==> src/common/count_snap_pkg.sv <==
package count_snap_pkg;

  localparam int CNT_WIDTH = 8;
  localparam logic [7:0] COUNT_RESET_VALUE = 8'h00;
  localparam logic [7:0] RELOAD_DEFAULT = 8'hFF;
  localparam int FILTER_TIME_NS = 10;
  localparam int CLK_PERIOD_NS = 20;
  // longest glitch suppressed, rounded down, at least one cycle
  localparam int FILTER_CYCLES_RAW = FILTER_TIME_NS / CLK_PERIOD_NS;
  localparam int FILTER_CYCLES = (FILTER_CYCLES_RAW < 1) ? 1 : FILTER_CYCLES_RAW;
  localparam logic [1:0] CLK_SEL_OSC = 2'h0;
  localparam logic [1:0] CLK_SEL_MATRIX = 2'h1;
  localparam logic [1:0] CLK_SEL_EXT = 2'h2;

  typedef enum logic [2:0] {
    SNAP_IDLE = 3'h1,
    SNAP_WAIT = 3'h2,
    SNAP_DONE = 3'h4
  } snap_state_e;

  typedef struct packed {
    logic [1:0] clkSel;
    logic       countDown;
    logic [7:0] reload;
  } cnt_cfg_s;

  typedef struct packed {
    logic       readReq;
    logic       readAck;
    logic [7:0] readData;
  } snap_port_s;

endpackage

==> src/rtl/counter_count_snapshot_read.sv <==
module counter_count_snapshot_read
  import count_snap_pkg::*;
#(
  parameter int FILTER_LEN = FILTER_CYCLES
)(
  input  wire logic       sys_clk,
  input  wire logic       rst_n,
  input  wire cnt_cfg_s   cfg,
  input  wire logic       oscTick,
  input  wire logic       matrixClk,
  input  wire logic       matrixDriven,
  input  wire logic       cntResetIn,
  input  wire logic       readReq,
  input  wire logic       filterIn,
  output logic            readAck,
  output logic [7:0]      readData,
  output logic [7:0]      countOut,
  output logic            cntEvent,
  output logic            filterOut
);

  // filter run length at counter width
  localparam logic [7:0] FILTER_LIMIT = 8'(FILTER_LEN);

  // every piece of state in one record
  typedef struct packed {
    logic [7:0]  count;
    logic [7:0]  snap;
    logic        ack;
    logic        evt;
    snap_state_e st;
    logic [1:0]  rstSync;
    logic        matrixPrev;
    logic        filtState;
    logic [7:0]  filtCnt;
  } state_s;

  // current and next state
  state_s stReg;
  state_s stNext;

  // counter, snapshot, reset sync, and filter next-state
  always_comb
  begin
    logic       clkEdge;
    logic       rstCnt;
    logic       matrixLevel;
    logic [7:0] cntDec;
    logic [7:0] cntInc;
    logic       atFloor;
    logic       atTop;
    clkEdge     = 1'b0;
    rstCnt      = 1'b0;
    matrixLevel = 1'b0;
    cntDec      = 8'h00;
    cntInc      = 8'h00;
    atFloor     = 1'b0;
    atTop       = 1'b0;
    stNext      = stReg;

    // strobes default low; ack one cycle wide, evt high for each cycle that wraps, so back to back when wraps follow
    stNext.ack = 1'b0;
    stNext.evt = 1'b0;

    // two-stage reset synchroniser ahead of the count logic
    stNext.rstSync = {stReg.rstSync[0], cntResetIn};
    rstCnt = stReg.rstSync[1];

    // undriven matrix source reads as ground
    matrixLevel = matrixClk & matrixDriven;
    stNext.matrixPrev = matrixLevel;

    // count-edge source select
    if (cfg.clkSel == CLK_SEL_OSC)
    begin
      clkEdge = oscTick;
    end
    else if (cfg.clkSel == CLK_SEL_MATRIX)
    begin
      clkEdge = matrixLevel & ~stReg.matrixPrev;
    end
    else
    begin
      clkEdge = 1'b0;
    end

    // neighbour values and terminal tests
    cntDec  = stReg.count - 8'h01;
    cntInc  = stReg.count + 8'h01;
    atFloor = (stReg.count == 8'h00);
    atTop   = (stReg.count == cfg.reload);

    // reset dominates any edge in the same cycle, reload is clean
    if (rstCnt)
    begin
      stNext.count = cfg.reload;
    end
    // no edge, no change: a stopped clock only stretches the period
    else if (clkEdge)
    begin
      if (cfg.countDown)
      begin
        // down: floor wraps to reload with an event
        if (atFloor)
        begin
          stNext.count = cfg.reload;
          stNext.evt   = 1'b1;
        end
        else
        begin
          stNext.count = cntDec;
        end
      end
      else
      begin
        // up: reload wraps to zero with an event
        if (atTop)
        begin
          stNext.count = 8'h00;
          stNext.evt   = 1'b1;
        end
        else
        begin
          stNext.count = cntInc;
        end
      end
    end

    // snapshot sequence: copy from registered count only
    case (stReg.st)
      SNAP_IDLE:
      begin
        if (readReq)
        begin
          stNext.st = SNAP_WAIT;
        end
      end
      SNAP_WAIT:
      begin
        // count is one register, so all bits share one state
        stNext.snap = stReg.count;
        stNext.ack  = 1'b1;
        stNext.st   = SNAP_DONE;
      end
      SNAP_DONE:
      begin
        if (!readReq)
        begin
          stNext.st = SNAP_IDLE;
        end
      end
      default:
      begin
        // recover from an illegal code
        stNext.st = SNAP_IDLE;
      end
    endcase

    // glitch filter: output follows input only after a stable run
    if (filterIn == stReg.filtState)
    begin
      // input agrees, restart the run
      stNext.filtCnt = 8'h00;
    end
    // run long enough, take the new level
    else if (stReg.filtCnt >= FILTER_LIMIT)
    begin
      stNext.filtState = filterIn;
      stNext.filtCnt   = 8'h00;
    end
    else
    begin
      stNext.filtCnt = stReg.filtCnt + 8'h01;
    end
  end

  // state register
  always_ff @(posedge sys_clk)
  begin
    if (!rst_n)
    begin
      // every field to its idle value
      stReg.count      <= COUNT_RESET_VALUE;
      stReg.snap       <= 8'h00;
      stReg.ack        <= 1'b0;
      stReg.evt        <= 1'b0;
      stReg.st         <= SNAP_IDLE;
      stReg.rstSync    <= 2'h0;
      stReg.matrixPrev <= 1'b0;
      stReg.filtState  <= 1'b0;
      stReg.filtCnt    <= 8'h00;
    end
    else
    begin
      stReg <= stNext;
    end
  end

  // outputs straight from the state register
  assign readAck   = stReg.ack;
  assign readData  = stReg.snap;
  assign countOut  = stReg.count;
  assign cntEvent  = stReg.evt;
  assign filterOut = stReg.filtState;

endmodule

==> config.mk <==
export PLATFORM = sky130hd
export DESIGN_NAME = counter_count_snapshot_read
export DESIGN_NICKNAME = d
export VERILOG_FILES = /design/src/common/count_snap_pkg.sv /design/src/rtl/counter_count_snapshot_read.sv
export SDC_FILE = /design/constraint.sdc
export NUM_CORES = 1
export LEC_CHECK = 0
export ABC_AREA = 1
export BUFFER_PORTS_ARGS = -buffer_cell sky130_fd_sc_hd__buf_4
export CORE_MARGIN = 1.5
export CORE_UTILIZATION = 40
export DETAILED_ROUTE_END_ITERATION = 8
export GPL_TIMING_DRIVEN = 0
export PLACE_DENSITY = 0.66
export SYNTH_ARGS = -nofsm -noshare
export SYNTH_HDL_FRONTEND = slang
export SYNTH_SLANG_ARGS = --single-unit
==> constraint.sdc <==
create_clock -name sys_clk -period 1.85 [get_ports sys_clk]
set_clock_uncertainty 0.1 [all_clocks]
set_input_delay 0.37 -clock sys_clk [delete_from_list [all_inputs] [get_ports sys_clk]]
set_output_delay 0.37 -clock sys_clk [all_outputs]
set_load 0.1 [all_outputs]
==> results of run 1 <==
[how the worst max path moves through the flow]
stage | cells after the start | slack (ns) | to | from
4_1_cts | 2 | 0.06 | countOut[3] | countOut[3]
6_report | 2 | 0.08 | countOut[3] | countOut[3]
2_1_floorplan | 3 | 0.33 | stReg[0] | filterOut
3_3_place_gp | 10 | 0.15 | countOut[7] | countOut[0]
3_5_place_dp | 10 | 0.10 | countOut[7] | countOut[0]
5_1_grt | 9 | 0.01 | countOut[1] | countOut[1]
[placed cells by master, fill, tap and decap left out, types with 3 or more instances in the layout]
master | netlist | layout
dfxtp_1 | 33 | 32
inv_2 | 7 | 7
nand2_2 | 5 | 5
xnor2_1 | 4 | 4
xor2_1 | 11 | 11
nor2_1 | 12 | 12
nand4_1 | 3 | 3
a21oi_1 | 18 | 18
a21oi_2 | 6 | 6
inv_1 | 31 | 31
nor2_2 | 5 | 5
buf_4 | 16 | 53
conb_1 | 1 | 5
ha_1 | 6 | 6
buf_2 | 3 | 3
nand2_1 | 47 | 47
nand3_1 | 14 | 14
clkbuf_1 | 3 | 3
clkbuf_8 | 0 | 5
nor2_4 | 4 | 4
o21ai_0 | 16 | 16
[what timing repair did]
action / CTS / global route
hold buffers: 0 / 0
gates resized for setup: 0 / 1
setup endpoints to repair: 0 / 6
[flip-flops by register name (all words and copies together) (netlist names)]
register / flops
countOut: 8
readData: 8
readAck: 1
stNext: 1
stReg: 13
filterOut: 1
cntEvent: 1
[cell usage after synthesis, drive strengths merged]
cell    count  share of area (%)
nand3      16                4.6
o22ai       1               0.32
xor2       11                4.9
inv        38                7.3
nand3b      1               0.38
conb        1               0.19
and2        1               0.32
o211ai      2                1.0
ha          6                3.8
buf        19                6.9
nor2       21                6.2
nand4       3               0.96
clkbuf      3               0.58
o21ai      17                4.5
nand2      55                 13
nor3        2               0.51
nor4        2               0.64
xnor2       4                1.8
a211oi      1               0.38
a21oi      24                7.3
dfxtp      33                 34
and3        2               0.64
[cells by family after synthesis]
kind of cell,count (synthesis),synth area share [%]
fa+ha+maj,6,3.841
xor+xnor,15,6.722
buf+inv,60,14.79
simple gates,103,27.08
flops,33,33.80
other cells,1,0.1919
compound gates,45,13.57
[power by group through the flow]
| stage | combinational (mW) | clock (mW) | sequential [mW] |
|---|---|---|---|
| 2_1_floorplan | 0.524 | 0 | 0.816 |
| 3_3_place_gp | 0.666 | 0 | 0.812 |
| 3_5_place_dp | 0.671 | 0 | 0.814 |
| 4_1_cts | 0.673 | 0.534 | 0.798 |
| 5_1_grt | 0.730 | 0.563 | 0.805 |
| 6_report | 0.670 | 0.519 | 0.798 |
[final cells by class]
type	instances	area, um^2
timing repair buffer	37	277.8
fill	478	2305
clock buffer	5	68.82
clock inverter	3	17.52
tap	67	83.83
inverter	38	142.6
sequential	33	661.9
multi-input combinational	174	1020
buffer	22	146.4
[per-layer routing]
metal,GRT usage [%],wire length [um]
met4,6.709,42
met1,22.15,1935
met5,0,0
met3,2.486,134
met2,25.89,1822
[worst max-delay path: stages (launching register included)]
cell and delay [ns]:
dfxtp_1 0.57, buf_4 0.18, buf_4 0.27
==> metrics list, run 1 <==
- The flow ran to the end, and the final reports show no timing, DRC or antenna violations.
- In this run the critical register-to-register path is captured at countOut[7].
- In this run the number of H-tree levels came out at 2.
* Final critical-path required period: 1.770 ns
- The analysis attributes to cell leakage a power of 1.183 nW.
- Std-Cell Rows: 25
- The congestion estimate from routability-driven global placement came to 0.8572.
* Post-route fraction of the period consumed by the critical path: 95.67%
- Count of cells along the worst register-to-register path: 10
- During synthesis, Yosys emitted a total of 0 warnings.
* Total grt overflow: 0
* Average wire per cell in the routed design: 10.38 um
- Worst hold slack: 0.1727 ns
* Die area: 5314 um^2
- Clock Power Share: 26.1%
- Sequential cells burn 40.2% of the power.
- The min-delay analysis places its worst path in the category input port to register.
* Synthesis-stage register bit count: 33
- Clock tree root driver cell: clkbuf_8
- Worst hold stages: 3
* Wire length reported by the detailed router: 3934 um
- Of the cells placed in the final design, the portion with a size suffix greater than 1 is 31.73%.
* Number of antenna-violating nets in the routed design: 0
- Highest net fanout along the worst path: 7
- Starting Density: 41.38%
- 38 I/O pins were placed.
- Net switching fraction of the power: 38.03%
* Mapped cell area: 1954 um^2
- Summed over all nets, the switching power comes to 0.7556 mW.
- The startpoint identified for the worst register-to-register timing path is countOut[1].
- Antenna diode instance count: 0
* First-pass GRT wire length: 6879 um
- Dividing total power by cell area gives a power density of 821.6 nW/um^2.
* Proportion of synthesized chip area in sequential cells: 33.80%
* Area overhead of the layout relative to synthesis: 23.75%
- DRC errors left: 0
* Final Power: 1.987 mW
- Drt first pass iters: 4
* Hpwl dp: 3091 um
* Clock tree sinks: 33
- Die Height: 72.90 um
- Post-synthesis cell type count: 33
- Arrival time of the worst setup path: 1.30 ns
- In this run, the number of DRC markers left after iteration 0 of detailed routing was 54.
- The via count of the first global-routing pass is 1,597.
* Global-route usage over all layers: 16.32%
- The critical path in this run is classified as register to primary output.
- Setup violations remaining at the end of the flow were counted as 0.
- TritonCTS built the clock tree.
- In this run, CTS created clock tree buffers numbering 5.
* Post-synthesis area per instance: 7.431 um^2
- Post CTS Setup Buffer Count: 0
- Antenna violations before repair: 0
- Worst-case hold path end point: stNext[11]
- Startpoint type of the worst setup path: register
- Entering global routing, the biggest net connects 12 pins.
- Worst IR Drop VDD: 312.3 uV
- Clock-pin slew reported for the worst setup and hold paths after clock tree synthesis: 0.07 ns
- At the placement stage, the worst setup path has a slack of 0.1030 ns.
- Required time of the critical path: 1.38 ns
- The finished layout holds 379 standard cells, fillers aside.
- Maximum number of buffers from clock root to sink: 2
- In this run the standard cell core region covers 4723 um^2.
- Setup repair after global routing left no endpoint under its margin.
- STA classifies the critical path endpoint as a primary output.
- The final number of hold-violating endpoints was 0.
- Internal power consumption: 1.231 mW
- Hold path startpoint: cntResetIn
* Cell count after synthesis: 263
- Port Buffers: 37
- The placed instances occupy a cell area of 2331 um^2.
* Max Slew Vio Count: 0
- Vias after detailed routing: 1,701
- Part of the total power dissipated in combinational logic: 33.7%
* Share of the core filled with cells in the final layout: 51.21%
* Highest attainable clock frequency: 565.0 MHz
- Least setup slack across all paths after layout: 0.08019 ns
- Worst-Skew Late Latency: 0.28 ns
* Number of nets in the finished design: 336
* Placed insts: 371
* Chip Width: 72.90 um
- Via/cell ratio: 4.488
- Finished Cell Area: 2419 um^2
- After routing, the total negative slack on setup checks comes to 0 ns.
- Max cap viols: 0
- R2R Setup Slk: 0.16 ns
Power figures use the tool's default switching activity.
==> run 2, diff against run 1 <==
--- a/config.mk
+++ b/config.mk
@@ -9,9 +9,10 @@
 export BUFFER_PORTS_ARGS = -buffer_cell sky130_fd_sc_hd__buf_4
 export CORE_MARGIN = 1.5
 export CORE_UTILIZATION = 40
+export CTS_BUF_LIST = sky130_fd_sc_hd__clkbuf_4
 export DETAILED_ROUTE_END_ITERATION = 8
 export GPL_TIMING_DRIVEN = 0
-export PLACE_DENSITY = 0.66
+export PLACE_DENSITY = 0.68
 export SYNTH_ARGS = -nofsm -noshare
 export SYNTH_HDL_FRONTEND = slang
 export SYNTH_SLANG_ARGS = --single-unit
==> constraint.sdc (replaced) <==
create_clock -name sys_clk -period 1.5 [get_ports sys_clk]
set_clock_uncertainty 0.1 [all_clocks]
set_input_delay 0.3 -clock sys_clk [delete_from_list [all_inputs] [get_ports sys_clk]]
set_output_delay 0.3 -clock sys_clk [all_outputs]
set_load 0.1 [all_outputs]
==> run 2 against run 1 <==
  * The flow now finishes with violations (negative setup slack)
  * Global-route usage grew 0.68 points
  * Register-to-register slack worse by 0.17 ns
  * First-iteration DRC count rose by 1.9%
  * Combinational power rose by 44%
  * Hold slack worse by 0.12 ns
  * Sequential power up 24%
  * Final area increased by 9.2%
==> metrics list, run 2 (synthesized netlist as in run 1, its figures left out) <==
* Outcome: finished with violations (was finished, final reports clean)
- The final reports fail on negative setup slack.
* Hold path startpoint: cntResetIn (unchanged)
- Max Slew Vio Count: 0 (unchanged)
- Die Height: 72.90 um (unchanged)
- The H-tree depth was 2 (unchanged).
- The buffers plus inverters on the worst setup path came to 1 (was 2).
* R2R Setup Slk: -0.008 ns (was 0.16 ns)
- The non-filler instance count after layout was 384 (was 379).
- Number of antenna-violating nets in the routed design: 0 (unchanged)
- The number of placement rows was 25 (unchanged).
* TritonCTS Buffers: 5 (unchanged)
- First-pass GRT wire length: 7017 um (was 6879 um)
- Derived from the worst setup path, the maximum achievable clock frequency is 663.2 MHz.
* Number of failing setup endpoints in the final timing report: 1 (was 0)
- Least setup slack across all paths after layout: -0.007730 ns (was 0.08019 ns)
* Net switching fraction of the power: 39.73% (was 38.03%)
- The area of the placeable core came to 4723 um^2 (unchanged).
- The sequential share of power came to 41.2% (was 40.2%).
- Worst IR Drop VDD: 301.2 uV (was 312.3 uV)
* Die area: 5314 um^2 (unchanged)
* Worst path slowest cell: dfxtp_4 (was dfxtp_1)
- Chip Width: 72.90 um (unchanged)
* Largest register by flop count: stReg (unchanged)
- The via count of the routed design came to 1,781 (was 1,701).
- The maximum clock insertion buffer count is 2 (unchanged).
* Fin. Hold Viols: 0 (unchanged)
* Ordered cell list for the critical path: inv_4 -> ha_4 -> nand3_4 -> nor2_4 -> nand2_4 -> nand2_8 -> o21ai_2 -> nand3_2 -> nor2_2 -> nor2_2 (was buf_4 -> buf_4)
- Worst setup path startpoint: countOut[1] (was countOut[3])
- Internal power consumption: 1.449 mW (was 1.231 mW)
- Setup slack at placement: -0.1891 ns (was 0.1030 ns)
- Filler Cells Inserted: 468 (was 478)
- The number of max-cap violations came to 0 (unchanged).
- The type of destination of the critical path was a register (was primary output).
* Worst-Skew Late Latency: 0.34 ns (was 0.28 ns)
- Number of hold buffers added after cts: 0 (unchanged)
- The number of antenna violations at the first check in global routing came to 0 (unchanged).
- The data arrival time of the critical path was 1.64 ns (was 1.30 ns).
- The clock network fraction of design power was 18.7% (was 26.1%).
- Setup repair after global routing missed its margin: yes (was no)
* Worst hold-check path type: input port to register (unchanged)
- The static power due to leakage is 1.255 nW (was 1.183 nW).
- The via count of the first global-routing pass was 1,652 (was 1,597).
- The clock-pin slew reported for the worst setup and hold paths after clock tree synthesis was 0.10 ns (was 0.07 ns).
- The reg-to-reg critical path startpoint is countOut[1] (unchanged).
* CP most frequent cell: nor2_2 (was buf_4)
- Top-Level Pins: 38 (unchanged)
- Area overhead of the layout relative to synthesis: 35.15% (was 23.75%)
- The initial core utilization is 41.38% (unchanged).
- DRC errors left: 0 (unchanged)
- The half-perimeter wire length after placement is 3148 um (was 3091 um).
* Wire length reported by the detailed router: 4328 um (was 3934 um)
- The iteration-0 DRC count of the detailed router is 55 (was 54).
- The flip-flop count of the largest register after layout is 13 (unchanged).
* Required time of the critical path: 1.63 ns (was 1.38 ns)
* Average wire per cell in the routed design: 11.27 um (was 10.38 um)
- The worst path in the final design needs a cycle of 1.508 ns, including I/O delays and setup.
- The global-route usage over all layers is 17.00% (was 16.32%).
- Of the available clock period, the critical path in the final layout requires 100.5%.
- The layout cell share with drive strength beyond 1 was 39.43% (was 31.73%).
- The critical setup path kind is register to register (was register to primary output).
* Drt first pass iters: 4 (unchanged)
* Part of the total power dissipated in combinational logic: 40.1% (was 33.7%)
* Port Buffers: 37 (unchanged)
- Delay contributed by the slowest stage of the critical path: 0.42 ns (was 0.57 ns)
* Highest-count cells in the layout ignoring fill and taps: buf_4 (48), nand2_1 (46), inv_1 (30) (was buf_4 (53), nand2_1 (47), dfxtp_1 (32))
- The net count of the finished layout came to 343 (was 336).
- The number of placed cells counting well taps came to 371 (unchanged).
* Via/cell ratio: 4.638 (was 4.488)
- The power density of the placed cells was 910.5 nW/um^2 (was 821.6 nW/um^2).
* Most common cell after layout, fill and taps aside: buf_4 (unchanged)
- Clock tree root driver cell: clkbuf_4 (was clkbuf_8)
- The element type at the critical path start is a register (unchanged).
- The maximum net fanout on the critical path came to 7 (unchanged).
* Weighted congestion reported at the end of routability-driven placement: 0.7980 (was 0.8572)
- Antenna diode instance count: 0 (unchanged)
- Top delay family on crit path: simple AND/OR/NAND/NOR gates (was flip-flops)
- Total grt overflow: 0 (unchanged)
- The clock tree from TritonCTS was built (unchanged).
* Switching power of the nets: 0.9554 mW (was 0.7556 mW)
- Largest net degree at the start of global routing: 11 (was 12)
* Clock tree sinks: 33 (unchanged)
-- run 2: cell count changes in the layout (fill, tap and decap cells not counted), moves of 5 or more --
cell	previous run	this run
buf_4	53	48
dfxtp_4	0	5
clkbuf_4	0	5
dfxtp_1	32	24
clkbuf_8	5	0
buf_6	0	7
-- run 2: stage by stage --
step	instance area, um^2	TNS [ns]	util, %	power (mW)	hold WS [ns]
CTS	2466	-0.004160	52.21	2.323	0.04264
global route	2641	-0.5453	55.92	2.532	0.04957
global placement	2333	-1.150	49.40	1.822	0.3038
detailed placement	2333	-1.292	49.40	1.833	0.3077
finish	2641	-0.007730	55.92	2.405	0.04966
floorplan	1972	0	-	1.653	0.2905
-- run 2: metal layers --
layer  vias to the layer above  global-route usage [%]  wire length [um]
met1                       811                   21.86              2000
met2                        32                   27.62              2125
met5                         -                       0                 0
li1                        928                       -                 -
met3                        10                   3.315               115
met4                         0                   7.547                87
-- run 2: path summary, 6_finish.rpt --
check,to,depth (start not counted)
setup / recovery,countOut[7],10
hold / removal,stNext[11],3
setup reg to reg,countOut[7],10
hold reg to reg,stReg[11],2
-- run 2: power by group through the flow --
stage / clock, mW / combinational, mW / sequential (mW)
after floorplan: 0 / 0.646 / 1.01
after global placement: 0 / 0.821 / 1.00
after detailed placement: 0 / 0.830 / 1.00
after CTS: 0.462 / 0.876 / 0.985
after global routing: 0.492 / 1.04 / 0.998
final: 0.450 / 0.965 / 0.990
-- run 2: tightest hold or removal path, cell delays in order --
cell,delay (ns)
buf_4,0.08
nand2_1,0.05
inv_1,0.04
-- run 2: repair_timing --
action / CTS / global route
endpoints found under the setup margin: 15 / 32
buffers inserted: 3 / 3
pin swaps: 3 / 13
cloned: 0 / 1
resized for setup: 26 / 36
-- run 2: area by class of cell --
class / instances / area [um^2] / share of cell area [%]
timing repair buffer: 43 / 405.4 / 15.35
inverter: 38 / 155.1 / 5.874
sequential: 33 / 684.4 / 25.91
tap: 67 / 83.83 / 3.174
multi-input combinational: 175 / 1112 / 42.11
clock buffer: 5 / 37.54 / 1.421
clock inverter: 1 / 5.005 / 0.1895
buffer: 22 / 157.7 / 5.969
==> run 3, diff against run 2 <==
--- a/config.mk
+++ b/config.mk
@@ -7,6 +7,7 @@
 export LEC_CHECK = 0
 export ABC_AREA = 1
 export BUFFER_PORTS_ARGS = -buffer_cell sky130_fd_sc_hd__buf_4
+export CORE_ASPECT_RATIO = 0.75
 export CORE_MARGIN = 1.5
 export CORE_UTILIZATION = 40
 export CTS_BUF_LIST = sky130_fd_sc_hd__clkbuf_4
==> run 3 against run 2 <==
  * The flow now finishes without violations
  * First-iteration DRC count up 64%
  * Power is 2.0% higher
  * Sequential power is essentially flat
  * Wire length increased by 4.8%
  * Cell count decreased by 2.6%
  * Sequential share of layout area is essentially flat
  * Clock-buffer cell count grew 1
  * Fmax is 1.1% higher
  * Register-to-register slack improved by 0.02 ns
  * Combinational power barely moved
  * Non-clock buffer count fell by 1
  * Critical endpoint is now countOut[3]
==> metrics list, run 3 (synthesized netlist as in run 1, its figures left out) <==
- Final critical-path required period: 1.491 ns (was 1.508 ns)
- The number of port buffers came to 37 (unchanged).
* Clock tree sinks: 33 (unchanged)
- Antenna violations before repair: 0 (unchanged)
- The largest net degree at the start of global routing came to 11 (unchanged).
- The count of nets left with antenna violations after detail routing came to 0 (unchanged).
- The count of cells along the worst hold path came to 3 (unchanged).
- The maximum net fanout on the critical path came to 8 (was 7).
- The remaining global-route overflow is 0 (unchanged).
* Startpoint type of the worst setup path: register (unchanged)
* Max Slew Vio Count: 0 (unchanged)
- Setup repair after global routing missed its margin: yes (unchanged)
- The endpoint of the worst-slack reg-to-reg timing path is countOut[3] (was countOut[7]).
* DRC errors left: 0 (unchanged)
- Std-Cell Rows: 21 (was 25)
- The overall power after layout was 2.453 mW (was 2.405 mW).
- Via/cell ratio: 4.722 (was 4.638)
- The reg-to-reg critical path startpoint is countOut[0] (was countOut[1]).
- Global-route usage over all layers: 17.08% (was 17.00%)
* Required time of the critical path: 1.67 ns (was 1.63 ns)
- The CTS buffer count was 5 (unchanged).
- The iteration-0 DRC count of the detailed router is 90 (was 55).
- The layout cell share with drive strength beyond 1 was 40.06% (was 39.43%).
- Top-Level Pins: 38 (unchanged)
* Worst-Skew Late Latency: 0.33 ns (was 0.34 ns)
* First-pass GRT wire length: 7293 um (was 7017 um)
* Core Region: 4572 um^2 (was 4723 um^2)
* CTS tree: built (unchanged)
- Outcome: finished, final reports clean (was finished with violations)
- Worst-case hold path end point: stNext[11] (unchanged)
- Hpwl dp: 3292 um (was 3148 um)
- Clock tree root driver cell: clkbuf_4 (unchanged)
- Hold path startpoint: cntResetIn (unchanged)
* Number of nets in the finished design: 341 (was 343)
* Arrival time of the worst setup path: 1.66 ns (was 1.64 ns)
- Largest register by flop count: stReg (unchanged)
- Area overhead of the layout relative to synthesis: 35.85% (was 35.15%)
- The via count of the first global-routing pass was 1,606 (was 1,652).
- Most common cell after layout, fill and taps aside: nand2_1 (was buf_4)
- R2R Setup Slk: 0.009 ns (was -0.008 ns)
- Number of flip-flops under the largest register name: 13 (unchanged)
- The worst reg-to-reg path cell count came to 9 (was 10).
* Start-to-end type of the worst setup path: register to register (unchanged)
- The worst IR drop on VDD came to 452.2 uV (was 301.2 uV).
- Lkg Pwr: 1.256 nW (was 1.255 nW)
- Number of failing setup endpoints in the final timing report: 0 (was 1)
* Average wire per cell in the routed design: 12.13 um (was 11.27 um)
* Clock-pin slew reported for the worst setup and hold paths after clock tree synthesis: 0.10 ns (about the same)
- The initial core utilization came to 42.75% (was 41.38%).
- The count of hold-fix buffers inserted at cts came to 0 (unchanged).
* Fin. Hold Viols: 0 (unchanged)
- Setup slack at placement: -0.1651 ns (was -0.1891 ns)
- The maximum achievable frequency is 670.7 MHz (was 663.2 MHz).
* Die Height: 63.54 um (was 72.90 um)
* Chip Width: 83.71 um (was 72.90 um)
* Final non-filler cell total: 374 (was 384)
- The antenna diode instance count came to 0 (unchanged).
* Maximum number of buffers from clock root to sink: 2 (unchanged)
- Setup TNS: 0 ns (was -0.007730 ns)
- The final estimated routing congestion in global placement came to 0.8575 (was 0.7980).
* Least setup slack across all paths after layout: 0.009049 ns (was -0.007730 ns)
- The post-layout utilization of the core came to 58.07% (was 55.92%).
- The via count of the routed design is 1,766 (was 1,781).
- The number of max-cap violations is 0 (unchanged).
* Wire length reported by the detailed router: 4536 um (was 4328 um)
- Drt first pass iters: 4 (unchanged)
- The H-tree depth is 2 (unchanged).
- Crit path capture type: register (unchanged)
* Pwr/cell area: 924.0 nW/um^2 (was 910.5 nW/um^2)
- The number of placed cells counting well taps is 361 (was 371).
- Highest-count cells in the layout ignoring fill and taps: nand2_1 (46), buf_4 (44), inv_1 (30) (was buf_4 (48), nand2_1 (46), inv_1 (30)).
- Worst hold-check path type: input port to register (unchanged)
- The share of the cycle needed by the critical path after routing came to 99.40% (was 100.5%).
- The floorplan die area came to 5319 um^2 (was 5314 um^2).
run 3: cell count changes in the layout (fill, tap and decap cells not counted), sizes merged:
cell / previous run / this run
clkbuf: 8 / 9
nand2: 56 / 55
clkinv: 1 / 2
buf: 62 / 61
run 3: per-layer routing:
metal  share of wire (%)  vias to the layer above  GRT usage [%]
met5                   0                        -              0
met4                0.93                        0          4.918
met3                 6.3                        7          4.718
met2                  45                       50          26.31
met1                  48                      785          23.38
li1                    -                      924              -
run 3: how the worst max path moves through the flow:
stage / from / end / depth (start not counted)
6_report: countOut[0] / countOut[3] / 9
3_5_place_dp: countOut[1] / countOut[7] / 10
2_1_floorplan: countOut[1] / countOut[7] / 10
4_1_cts: countOut[3] / countOut[3] / 2
5_1_grt: countOut[2] / countOut[7] / 9
3_3_place_gp: countOut[1] / countOut[7] / 10
run 3: worst max-delay path: stages, from the launching register on:
cell and delay, ns:
dfxtp_4 0.43, inv_6 0.06, ha_4 0.16, nand3_4 0.06, nor2_4 0.05, nor2_4 0.22
nand2_1 0.09, nand2_1 0.08, nand2_1 0.06, a21oi_2 0.11
run 3: stage by stage:
stage,hold WS [ns],instance area (um^2)
after detailed placement,0.3104,2321
after global placement,0.2982,2321
after floorplan,0.2905,1972
after global routing,0.05215,2655
after CTS,0.04458,2499
final,0.06217,2655
run 3: what timing repair did:
| action | 4_1_cts | 5_1_grt |
|---|---|---|
| setup buffers | 2 | 3 |
| gates resized for setup | 33 | 34 |
| pin swaps | 9 | 7 |
| setup endpoints to repair | 15 | 36 |
run 3: layout make-up:
class	count	area, um^2
clock buffer	6	45.04
tap	57	71.32
clock inverter	2	10.01
timing repair buffer	42	410.4
buffer	22	161.4
multi-input combinational	174	1117
inverter	38	152.6
fill	427	1917
sequential	33	686.9
run 3: power by group:
part / leakage (nW) / internal [mW] / switching [mW]
Sequential: 0.276 / 0.929 / 0.0609
Combinational: 0.944 / 0.361 / 0.602
Clock: 0.0354 / 0.197 / 0.304
Total: 1.26 / 1.49 / 0.967
